`config.mk`:
```
export PLATFORM = sky130hd
export DESIGN_NAME = adcs_top
export DESIGN_NICKNAME = d
export VERILOG_FILES = /design/src/rtl/adcs_pkg.sv /design/src/rtl/adcs_clk_div.sv /design/src/rtl/adcs_top.sv
export SDC_FILE = /design/constraint.sdc
export NUM_CORES = 1
export LEC_CHECK = 0
export BUFFER_PORTS_ARGS = -buffer_cell sky130_fd_sc_hd__buf_4
export CAP_MARGIN = 10
export CORE_MARGIN = 2
export CORE_UTILIZATION = 45
export CTS_CLUSTER_DIAMETER = 50
export DETAILED_ROUTE_END_ITERATION = 10
export SLEW_MARGIN = 15
export SYNTH_ARGS = -nofsm -noshare
export SYNTH_HDL_FRONTEND = slang
export SYNTH_SLANG_ARGS = --single-unit
export TNS_END_PERCENT = 5
```
`constraint.sdc`:
```
create_clock -name mclk -period 5.3 [get_ports mclk]
set_clock_uncertainty 0.05 [all_clocks]
set_input_delay 0.795 -clock mclk [delete_from_list [all_inputs] [get_ports mclk]]
set_output_delay 0.795 -clock mclk [all_outputs]
set_load 0.02 [all_outputs]
```
`src/rtl/adcs_pkg.sv`:
```
// constants, register map and state type of the converter input select and sequencer
// assumes a single 125 MHz clock and an 8-bit register port
// Notes on behaviour
// - analog pin loses its digital functions
// - analog pin drops its pull-high resistor
// - analog pin overrides port direction control
// - source 000/101-111 routes pin channels 0-3
// - source 101-111, channel 4-15 leaves input floating
// - source 001 bandgap, 010 amp0, 011 amp1
// - bandgap enable bit, zero means high impedance
// - bandgap register upper seven bits read zero
// - 4 sample cycles then 12 convert cycles
// - conversion runs in hardware, no stall
// - start bit low-high-low starts conversion
// - busy high during conversion, result then valid
// - power enable low keeps converter off
// - 12-bit unsigned result, full scale fff
// - result format bit arranges high/low bytes
// - converter clock is system clock over 2^n
// - reference select 01 supply, else pin
// - completion sets flag, interrupt if enabled
package adcs_pkg;
    // ****************************************
    // register offsets
    // ****************************************
    localparam logic [3:0] ADDR_CTRL_FIRST = 4'h0;
    localparam logic [3:0] ADDR_CTRL_SECOND = 4'h1;
    localparam logic [3:0] ADDR_RESULT_HIGH = 4'h2;
    localparam logic [3:0] ADDR_RESULT_LOW = 4'h3;
    localparam logic [3:0] ADDR_BANDGAP_CTRL = 4'h4;
    localparam logic [3:0] ADDR_INT_CTRL = 4'h5;
    localparam logic [3:0] ADDR_PIN_FUNC = 4'h6;
    localparam logic [3:0] ADDR_PORT_CTRL = 4'h7;
    localparam logic [3:0] ADDR_PORT_DATA = 4'h8;
    localparam logic [3:0] ADDR_PORT_IN = 4'h9;

    // ****************************************
    // field positions
    // ****************************************
    localparam int CF_START = 7;
    localparam int CF_BUSY = 6;
    localparam int CF_POWER = 5;
    localparam int CF_FORMAT = 4;
    localparam int CF_CHAN_LO = 0;
    localparam int CS_SRC_LO = 5;
    localparam int CS_REF_LO = 3;
    localparam int CS_DIV_LO = 0;
    localparam int BG_ENABLE = 0;
    localparam int IC_GLOBAL = 0;
    localparam int IC_CONV = 1;
    localparam int IC_FLAG = 2;
    localparam int PC_PULL_LO = 4;

    // ****************************************
    // reset values and codes
    // ****************************************
    localparam logic [7:0] RST_CTRL_FIRST = 8'h00;
    localparam logic [7:0] RST_CTRL_SECOND = 8'h00;
    localparam logic [7:0] RST_BANDGAP = 8'h00;
    localparam logic [7:0] RST_INT_CTRL = 8'h00;
    localparam logic [7:0] RST_PIN = 8'h00;
    localparam logic [2:0] SRC_EXT = 3'h0;
    localparam logic [2:0] SRC_BANDGAP = 3'h1;
    localparam logic [2:0] SRC_AMP0 = 3'h2;
    localparam logic [2:0] SRC_AMP1 = 3'h3;
    localparam logic [2:0] SRC_EXT_ALT_LO = 3'h5;
    localparam logic [1:0] REF_SUPPLY = 2'h1;

    // ****************************************
    // timing counts in converter clocks and result width
    // ****************************************
    localparam int SAMPLE_CYCLES = 4;
    localparam int CONVERT_CYCLES = 12;
    localparam int RESULT_BITS = 12;

    typedef enum logic [1:0] {
        ST_IDLE,
        ST_SAMPLE,
        ST_CONVERT
    } adcs_state_t;
endpackage

```
`src/rtl/adcs_clk_div.sv`:
```
// converter clock enable divider
// assumes the sequencer holds run low between conversions
`timescale 1ns/1ps
module adcs_clk_div (
    input wire logic mclk,
    input wire logic rstn,
    input wire logic run,
    input wire logic [2:0] divSel,
    output logic tick
);
    logic [6:0] cnt_r;
    logic [6:0] cnt_nxt;
    logic tick_nxt;
    logic [6:0] mask;

    // ****************************************
    // divide by 2^divSel
    // ****************************************
    always_comb begin
        mask = 7'((8'h01 << divSel) - 8'h01);
        cnt_nxt = 7'h00;
        tick_nxt = 1'b0;
        if (run) begin
            cnt_nxt = 7'(cnt_r + 7'h01);
            tick_nxt = ((cnt_r & mask) == mask);
        end
    end

    always_ff @(posedge mclk) begin
        if (!rstn) begin
            cnt_r <= 7'h00;
            tick <= 1'b0;
        end else begin
            cnt_r <= cnt_nxt;
            tick <= tick_nxt;
        end
    end
endmodule

```
`src/rtl/adcs_top.sv`:
```
// converter input select, sequencer and shared pin control
// assumes an analog core that samples on sampleEn and compares against sarTrial
//
// Added by the designer: the register offsets and the plain strobed port.
`timescale 1ns/1ps
module adcs_top #(
    parameter int NUM_PINS = 4
) (
    input wire logic mclk,
    input wire logic rstn,
    input wire logic [3:0] regAddr,
    input wire logic [7:0] regWdata,
    input wire logic regWr,
    input wire logic regRd,
    output logic [7:0] regRdata,
    input wire logic [NUM_PINS-1:0] padIn,
    output logic [NUM_PINS-1:0] padOut,
    output logic [NUM_PINS-1:0] padOe,
    output logic [NUM_PINS-1:0] pullHighEn,
    output logic [NUM_PINS-1:0] digInEn,
    input wire logic compIn,
    output logic [11:0] sarTrial,
    output logic sampleEn,
    output logic converterPowerEn,
    output logic [NUM_PINS-1:0] extChanConnect,
    output logic bandgapConnect,
    output logic amp0Connect,
    output logic amp1Connect,
    output logic refFromSupply,
    output logic bandgapOutEn,
    output logic busyOut,
    output logic irqOut
);
    if (NUM_PINS < 1 || NUM_PINS > 4) begin : g_bad_pins
        $error("NUM_PINS must be 1 to 4");
    end

    // ****************************************
    // input synchronisers
    // ****************************************
    logic [NUM_PINS-1:0] padMeta_r;
    logic [NUM_PINS-1:0] padSync_r;
    logic compMeta_r;
    logic compSync_r;

    always_ff @(posedge mclk) begin
        if (!rstn) begin
            padMeta_r <= '0;
            padSync_r <= '0;
            compMeta_r <= 1'b0;
            compSync_r <= 1'b0;
        end else begin
            padMeta_r <= padIn;
            padSync_r <= padMeta_r;
            compMeta_r <= compIn;
            compSync_r <= compMeta_r;
        end
    end

    // ****************************************
    // software registers
    // ****************************************
    logic startBit_r, startBit_nxt;
    logic powerEn_r, powerEn_nxt;
    logic fmt_r, fmt_nxt;
    logic [3:0] chan_r, chan_nxt;
    logic [2:0] src_r, src_nxt;
    logic [1:0] refSel_r, refSel_nxt;
    logic [2:0] clkDiv_r, clkDiv_nxt;
    logic bgEn_r, bgEn_nxt;
    logic gie_r, gie_nxt;
    logic cie_r, cie_nxt;
    logic flag_r, flag_nxt;
    logic [3:0] anaEn_r, anaEn_nxt;
    logic [3:0] dir_r, dir_nxt;
    logic [3:0] pull_r, pull_nxt;
    logic [3:0] outData_r, outData_nxt;
    logic [7:0] rdata_nxt;
    logic [11:0] result_r;
    logic busy_r;
    logic doneEvt;
    logic [3:0] padSyncW;
    logic [7:0] resHigh;
    logic [7:0] resLow;

    always_comb begin
        padSyncW = 4'h0;
        padSyncW[NUM_PINS-1:0] = padSync_r & ~anaEn_r[NUM_PINS-1:0];
        if (fmt_r) begin
            resHigh = {4'h0, result_r[11:8]};
            resLow = result_r[7:0];
        end else begin
            resHigh = result_r[11:4];
            resLow = {result_r[3:0], 4'h0};
        end
    end

    always_comb begin
        startBit_nxt = startBit_r;
        powerEn_nxt = powerEn_r;
        fmt_nxt = fmt_r;
        chan_nxt = chan_r;
        src_nxt = src_r;
        refSel_nxt = refSel_r;
        clkDiv_nxt = clkDiv_r;
        bgEn_nxt = bgEn_r;
        gie_nxt = gie_r;
        cie_nxt = cie_r;
        flag_nxt = flag_r;
        anaEn_nxt = anaEn_r;
        dir_nxt = dir_r;
        pull_nxt = pull_r;
        outData_nxt = outData_r;
        rdata_nxt = 8'h00;
        if (regWr) begin
            case (regAddr)
                adcs_pkg::ADDR_CTRL_FIRST: begin
                    startBit_nxt = regWdata[adcs_pkg::CF_START];
                    powerEn_nxt = regWdata[adcs_pkg::CF_POWER];
                    fmt_nxt = regWdata[adcs_pkg::CF_FORMAT];
                    chan_nxt = regWdata[adcs_pkg::CF_CHAN_LO +: 4];
                end
                adcs_pkg::ADDR_CTRL_SECOND: begin
                    src_nxt = regWdata[adcs_pkg::CS_SRC_LO +: 3];
                    refSel_nxt = regWdata[adcs_pkg::CS_REF_LO +: 2];
                    clkDiv_nxt = regWdata[adcs_pkg::CS_DIV_LO +: 3];
                end
                adcs_pkg::ADDR_BANDGAP_CTRL: bgEn_nxt = regWdata[adcs_pkg::BG_ENABLE];
                adcs_pkg::ADDR_INT_CTRL: begin
                    gie_nxt = regWdata[adcs_pkg::IC_GLOBAL];
                    cie_nxt = regWdata[adcs_pkg::IC_CONV];
                    flag_nxt = regWdata[adcs_pkg::IC_FLAG];
                end
                adcs_pkg::ADDR_PIN_FUNC: anaEn_nxt = regWdata[3:0];
                adcs_pkg::ADDR_PORT_CTRL: begin
                    dir_nxt = regWdata[3:0];
                    pull_nxt = regWdata[adcs_pkg::PC_PULL_LO +: 4];
                end
                adcs_pkg::ADDR_PORT_DATA: outData_nxt = regWdata[3:0];
                default: ;
            endcase
        end
        if (doneEvt) begin
            flag_nxt = 1'b1;
        end
        if (regRd) begin
            case (regAddr)
                adcs_pkg::ADDR_CTRL_FIRST: begin
                    rdata_nxt = {startBit_r, busy_r, powerEn_r, fmt_r, chan_r};
                end
                adcs_pkg::ADDR_CTRL_SECOND: rdata_nxt = {src_r, refSel_r, clkDiv_r};
                adcs_pkg::ADDR_RESULT_HIGH: rdata_nxt = resHigh;
                adcs_pkg::ADDR_RESULT_LOW: rdata_nxt = resLow;
                adcs_pkg::ADDR_BANDGAP_CTRL: rdata_nxt = {7'h00, bgEn_r};
                adcs_pkg::ADDR_INT_CTRL: rdata_nxt = {5'h00, flag_r, cie_r, gie_r};
                adcs_pkg::ADDR_PIN_FUNC: rdata_nxt = {4'h0, anaEn_r};
                adcs_pkg::ADDR_PORT_CTRL: rdata_nxt = {pull_r, dir_r};
                adcs_pkg::ADDR_PORT_DATA: rdata_nxt = {4'h0, outData_r};
                adcs_pkg::ADDR_PORT_IN: rdata_nxt = {4'h0, padSyncW};
                default: rdata_nxt = 8'h00;
            endcase
        end
    end

    always_ff @(posedge mclk) begin
        if (!rstn) begin
            {startBit_r, powerEn_r, fmt_r, chan_r} <= {adcs_pkg::RST_CTRL_FIRST[7],
                adcs_pkg::RST_CTRL_FIRST[5:0]};
            {src_r, refSel_r, clkDiv_r} <= adcs_pkg::RST_CTRL_SECOND;
            bgEn_r <= adcs_pkg::RST_BANDGAP[adcs_pkg::BG_ENABLE];
            {flag_r, cie_r, gie_r} <= adcs_pkg::RST_INT_CTRL[2:0];
            anaEn_r <= adcs_pkg::RST_PIN[3:0];
            {pull_r, dir_r} <= adcs_pkg::RST_PIN;
            outData_r <= adcs_pkg::RST_PIN[3:0];
            regRdata <= 8'h00;
        end else begin
            startBit_r <= startBit_nxt;
            powerEn_r <= powerEn_nxt;
            fmt_r <= fmt_nxt;
            chan_r <= chan_nxt;
            src_r <= src_nxt;
            refSel_r <= refSel_nxt;
            clkDiv_r <= clkDiv_nxt;
            bgEn_r <= bgEn_nxt;
            gie_r <= gie_nxt;
            cie_r <= cie_nxt;
            flag_r <= flag_nxt;
            anaEn_r <= anaEn_nxt;
            dir_r <= dir_nxt;
            pull_r <= pull_nxt;
            outData_r <= outData_nxt;
            regRdata <= rdata_nxt;
        end
    end

    // ****************************************
    // conversion sequencer
    // ****************************************
    adcs_pkg::adcs_state_t state_r, state_nxt;
    logic [3:0] cnt_r, cnt_nxt;
    logic [11:0] sar_r, sar_nxt;
    logic [11:0] result_nxt;
    logic busy_nxt;
    logic startPrev_r;
    logic [2:0] latSrc_r, latSrc_nxt;
    logic [3:0] latChan_r, latChan_nxt;
    logic tick;
    logic [3:0] bitIdx;

    adcs_clk_div u_div (
        .mclk(mclk),
        .rstn(rstn),
        .run(busy_nxt),
        .divSel(clkDiv_r),
        .tick(tick)
    );

    always_comb begin
        state_nxt = state_r;
        cnt_nxt = cnt_r;
        sar_nxt = sar_r;
        result_nxt = result_r;
        busy_nxt = busy_r;
        latSrc_nxt = latSrc_r;
        latChan_nxt = latChan_r;
        doneEvt = 1'b0;
        bitIdx = 4'(adcs_pkg::RESULT_BITS - 1 - int'(cnt_r));
        case (state_r)
            adcs_pkg::ST_IDLE: begin
                if (startPrev_r && !startBit_r && powerEn_r) begin
                    state_nxt = adcs_pkg::ST_SAMPLE;
                    cnt_nxt = 4'h0;
                    busy_nxt = 1'b1;
                    latSrc_nxt = src_r;
                    latChan_nxt = chan_r;
                    sar_nxt = 12'h000;
                end
            end
            adcs_pkg::ST_SAMPLE: begin
                if (tick) begin
                    cnt_nxt = 4'(cnt_r + 4'h1);
                    if (cnt_r == 4'(adcs_pkg::SAMPLE_CYCLES - 1)) begin
                        state_nxt = adcs_pkg::ST_CONVERT;
                        cnt_nxt = 4'h0;
                        sar_nxt = 12'h800;
                    end
                end
            end
            adcs_pkg::ST_CONVERT: begin
                if (tick) begin
                    cnt_nxt = 4'(cnt_r + 4'h1);
                    sar_nxt[bitIdx] = compSync_r;
                    if (bitIdx != 4'h0) begin
                        sar_nxt[bitIdx - 4'h1] = 1'b1;
                    end
                    if (cnt_r == 4'(adcs_pkg::CONVERT_CYCLES - 1)) begin
                        state_nxt = adcs_pkg::ST_IDLE;
                        result_nxt = sar_nxt;
                        busy_nxt = 1'b0;
                        doneEvt = 1'b1;
                    end
                end
            end
            default: state_nxt = adcs_pkg::ST_IDLE;
        endcase
        if (startBit_r || !powerEn_r) begin
            state_nxt = adcs_pkg::ST_IDLE;
            busy_nxt = 1'b0;
            doneEvt = 1'b0;
        end
    end

    always_ff @(posedge mclk) begin
        if (!rstn) begin
            state_r <= adcs_pkg::ST_IDLE;
            cnt_r <= 4'h0;
            sar_r <= 12'h000;
            result_r <= 12'h000;
            busy_r <= 1'b0;
            startPrev_r <= 1'b0;
            latSrc_r <= 3'h0;
            latChan_r <= 4'h0;
        end else begin
            state_r <= state_nxt;
            cnt_r <= cnt_nxt;
            sar_r <= sar_nxt;
            result_r <= result_nxt;
            busy_r <= busy_nxt;
            startPrev_r <= startBit_r;
            latSrc_r <= latSrc_nxt;
            latChan_r <= latChan_nxt;
        end
    end

    // ****************************************
    // analog routing and pin outputs
    // ****************************************
    logic [2:0] useSrc;
    logic [3:0] useChan;
    logic extSrc;
    logic [NUM_PINS-1:0] extConn_nxt;

    always_comb begin
        useSrc = busy_nxt ? latSrc_nxt : src_r;
        useChan = busy_nxt ? latChan_nxt : chan_r;
        extSrc = (useSrc == adcs_pkg::SRC_EXT) || (useSrc >= adcs_pkg::SRC_EXT_ALT_LO);
    end

    for (genvar i = 0; i < NUM_PINS; i++) begin : g_pin
        assign extConn_nxt[i] = extSrc && (useChan == 4'(i));
        always_ff @(posedge mclk) begin
            if (!rstn) begin
                padOut[i] <= 1'b0;
                padOe[i] <= 1'b0;
                pullHighEn[i] <= 1'b0;
                digInEn[i] <= 1'b1;
                extChanConnect[i] <= 1'b0;
            end else begin
                padOut[i] <= outData_r[i] && !anaEn_r[i];
                padOe[i] <= dir_r[i] && !anaEn_r[i];
                pullHighEn[i] <= pull_r[i] && !anaEn_r[i];
                digInEn[i] <= !anaEn_r[i];
                extChanConnect[i] <= extConn_nxt[i];
            end
        end
    end

    always_ff @(posedge mclk) begin
        if (!rstn) begin
            sarTrial <= 12'h000;
            sampleEn <= 1'b0;
            converterPowerEn <= 1'b0;
            bandgapConnect <= 1'b0;
            amp0Connect <= 1'b0;
            amp1Connect <= 1'b0;
            refFromSupply <= 1'b0;
            bandgapOutEn <= 1'b0;
            busyOut <= 1'b0;
            irqOut <= 1'b0;
        end else begin
            sarTrial <= sar_nxt;
            sampleEn <= (state_nxt == adcs_pkg::ST_SAMPLE);
            converterPowerEn <= powerEn_nxt;
            bandgapConnect <= (useSrc == adcs_pkg::SRC_BANDGAP);
            amp0Connect <= (useSrc == adcs_pkg::SRC_AMP0);
            amp1Connect <= (useSrc == adcs_pkg::SRC_AMP1);
            refFromSupply <= (refSel_nxt == adcs_pkg::REF_SUPPLY);
            bandgapOutEn <= bgEn_nxt;
            busyOut <= busy_nxt;
            irqOut <= flag_nxt && gie_nxt && cie_nxt;
        end
    end
endmodule

```
==> results.md <==
- Final hold vios: 0
- DR WL/cell: about 17 um
- Clk buf depth: 2
- Crit path time final: between 3 and 4 ns
- Port bufs: 69
- DRC violations left: 0
- Slew Viols, Final: 0
- Gate Count Post-Synth: around 640
- Resized Gates After CTS: 0
- Layout Area Growth over Synthesis: 19.4%
- Die H: 117 um
- Most common cell after layout, fill and taps aside: dfxtp_1
- Ant diodes: 0
- Initial antenna violation count: 0
- Final setup margin: around 1.9 ns
- H-tree depth: 4
- Most frequent cells in the layout: dfxtp_1 (126), nand2_1 (73), buf_4 (73)
- Uppermost layer routed: met4
- Clock root buffer: clkbuf_16
- Synth Cell Area: approximately 5800 um^2
- Worst Setup End Kind: register
- M1 wire length: just under 7000 um
- Max-cap violations: 0
- # IOs: 70
- Yosys reg bits: 126
- Ys Warns: 0
- CP Launch Type: register
- Rel. slew slack: roughly 28%
- Postcts setup bufs: 0
- Pwr Total: about 2100 uW
- Die Span X: around 120 um
- Critical setup path kind: reg -> reg
- HP Class: reg -> reg
- Period utilization: a little under two thirds
- Crit Path Max Fanout: 18
- GRT Resource Usage Total: between 20 and 25%
- Unique cell type count in the Yosys netlist: just under 70
- DR iter-0 viols: about 350
- Max incr delay on CP: 1.13 ns
- Initial Util: 46.1%
- Fillcell total: between 1,000 and 1,500
- Layout cells sized above 1: 17.9%
- Post-Syn Nets: between 600 and 700
- Vias per Instance: 5.63
- Post-route cell area: ~6900 um^2
- Pwr dens: between 300 and 400 nW/um^2
- Clk_lat worst skew: roughly 0.43 ns
- Die area: ~14,000 um^2
- CP top delay family: compound AO/OA/AOI/OAI gates
- HPWL after DPL: between 10,000 and 15,000 um
- Register area share after synthesis: 43.6%
- Max Freq: 0.297 GHz
- Buf/Inv on CP: 0
- Num Clock Sinks: approximately 130
- Register Area: about 2500 um^2
- Vias in the first global route: 4,601
- Largest net degree at the start of global routing: 39
- CP cell instances: ha_1 > nand4_1 > o2111ai_1 > mux2i_1 > a21oi_1
- Main flop type after synthesis: dfxtp_1
- Endpoints failing setup: 0
- Synthesized area per cell: approximately 9 um^2
- Clock transition at path regs: ~0.050 ns
- Cts-stage hold buffer count: 0
- WL met2: 7210 um
- Row count: around 40
- Multi-input gate area: 3050 um^2
- RSZ-0062 raised after global routing: false
- Worst slack, placed: 1.97 ns
- First-pass GRT wire length: about 24,000 um
- Worst Path Arrival: approximately 3.6 ns
- Peak supply drop: 150 uV
- Setup_tns: 0 ns
- CTS tree: done
- Total global routing overflow: 0
- Detailed Routing Iterations Pass 1: 7
- NumNets Final: ~730
- Asr flop ratio synth: 0%
- Leak Pwr: 0.00267 uW
- Final ANT Viol Nets: 0
- TritonCTS buffer count: 17
- Slowest cell on the critical path: o2111ai_1
- Status: finished clean
- Via Count: just under 5,000
- Metal3 WL: between 700 and 800 um
- Worst slew pin tran: around 1.1 ns
- Post-synth EDFFs: 0
- GPL Wtd Cong: between 0.9 and 1
- CORE AREA: about 13,000 um^2
- WL final: between 15,000 and 20,000 um
- Area after DPL: approximately 6400 um^2
- Critical Path RT: about 5.6 ns
## sequential cells by signal, indices dropped and copies added (netlist names), 4 cells and up
| name | flops |
|---|---|
| regRdata | 8 |
| padOe | 4 |
| dir_r | 4 |
| cnt_r | 4 |
| chan_r | 4 |
| anaEn_r | 4 |
| digInEn | 4 |
| padMeta_r | 4 |
| pull_r | 4 |
| padOut | 4 |
| padSync_r | 4 |
| extChanConnect | 4 |
| u_div.cnt_r | 7 |
| latChan_r | 4 |
| result_r | 12 |
| outData_r | 4 |
| sarTrial | 12 |
| pullHighEn | 4 |
## synthesized netlist by cell type, types with 4 or more instances
master	n	area share, %
xnor2_1	6	0.91
nor2_1	49	3.2
a22o_2	7	1.2
and3b_1	4	0.61
o2bb2ai_1	4	0.61
o221ai_1	7	1.1
o32ai_1	4	0.61
nand3b_1	10	1.3
inv_1	13	0.84
mux2i_1	31	5.4
a22o_1	5	0.76
and3_1	5	0.54
and2_1	26	2.8
mux2_2	9	1.8
nand2b_1	17	1.8
dfxtp_1	126	44
a222oi_1	4	0.69
or3b_2	4	0.61
nor2b_1	4	0.43
buf_2	8	0.69
o211a_1	7	1.2
nand3_1	19	1.6
a21oi_1	47	4.1
or3_1	4	0.43
nor3_1	12	1.0
a31oi_1	5	0.54
o21ai_0	23	2.0
ha_1	14	3.0
clkbuf_1	26	1.7
a211oi_1	6	0.78
nand2_1	73	4.7
## stage by stage
| step | hold WS (ns) | utilization, % | cells |
|---|---|---|---|
| 2_1_floorplan | 0.338 | - | 642 |
| 3_3_place_gp | 0.371 | 50.8 | 850 |
| 3_5_place_dp | 0.369 | 50.8 | 850 |
| 4_1_cts | 0.382 | 55.0 | 882 |
| 5_1_grt | 0.400 | 55.0 | 882 |
| 6_report | 0.382 | 55.0 | 882 |
## path summary, 6_finish.rpt
| kind | from | endpoint | slack (ns) | depth (start not counted) |
|---|---|---|---|---|
| hold reg to reg | padMeta_r[3] | padSync_r[3] | 0.38 | 1 |
| setup / recovery | cnt_r[0] | extChanConnect[1] | 1.94 | 5 |
| hold / removal | padMeta_r[3] | padSync_r[3] | 0.38 | 1 |
| setup reg to reg | cnt_r[0] | extChanConnect[1] | 1.94 | 5 |
## power by group
part	total, uW	switching (uW)	internal [uW]
clock network	1030	395	632
registers	965	7.31	957
logic	84.9	54.2	30.7
## routing by layer
metal,vias to the layer above,global-route usage [%]
met5,-,0
met4,0,9.41
met3,28,4.96
met2,171,36.0
met1,2340,27.5
li1,2425,-
## layout make-up
class | count | share of cell area, %
Timing Repair Buffer | 73 | 7.93
Inverter | 13 | 0.706
Clock buffer | 27 | 7.13
Tap cell | 172 | 3.11
Sequential cell | 126 | 36.5
Multi-Input combinational cell | 466 | 44.1
Clock inverter | 5 | 0.471
## kinds of logic after synthesis
family                   count (synthesis)  synth area share, %
adder cells (fa/ha/maj)                 14                 3.03
AO/OA/AOI/OAI                          154                 19.1
AND/OR/NAND/NOR                        250                 22.3
buffers and inverters                   50                 3.74
multiplexers                            40                 7.11
flip-flops                             126                 43.6
XOR/XNOR                                 8                 1.21
Note: power is estimated with default switching activity, not from simulation.
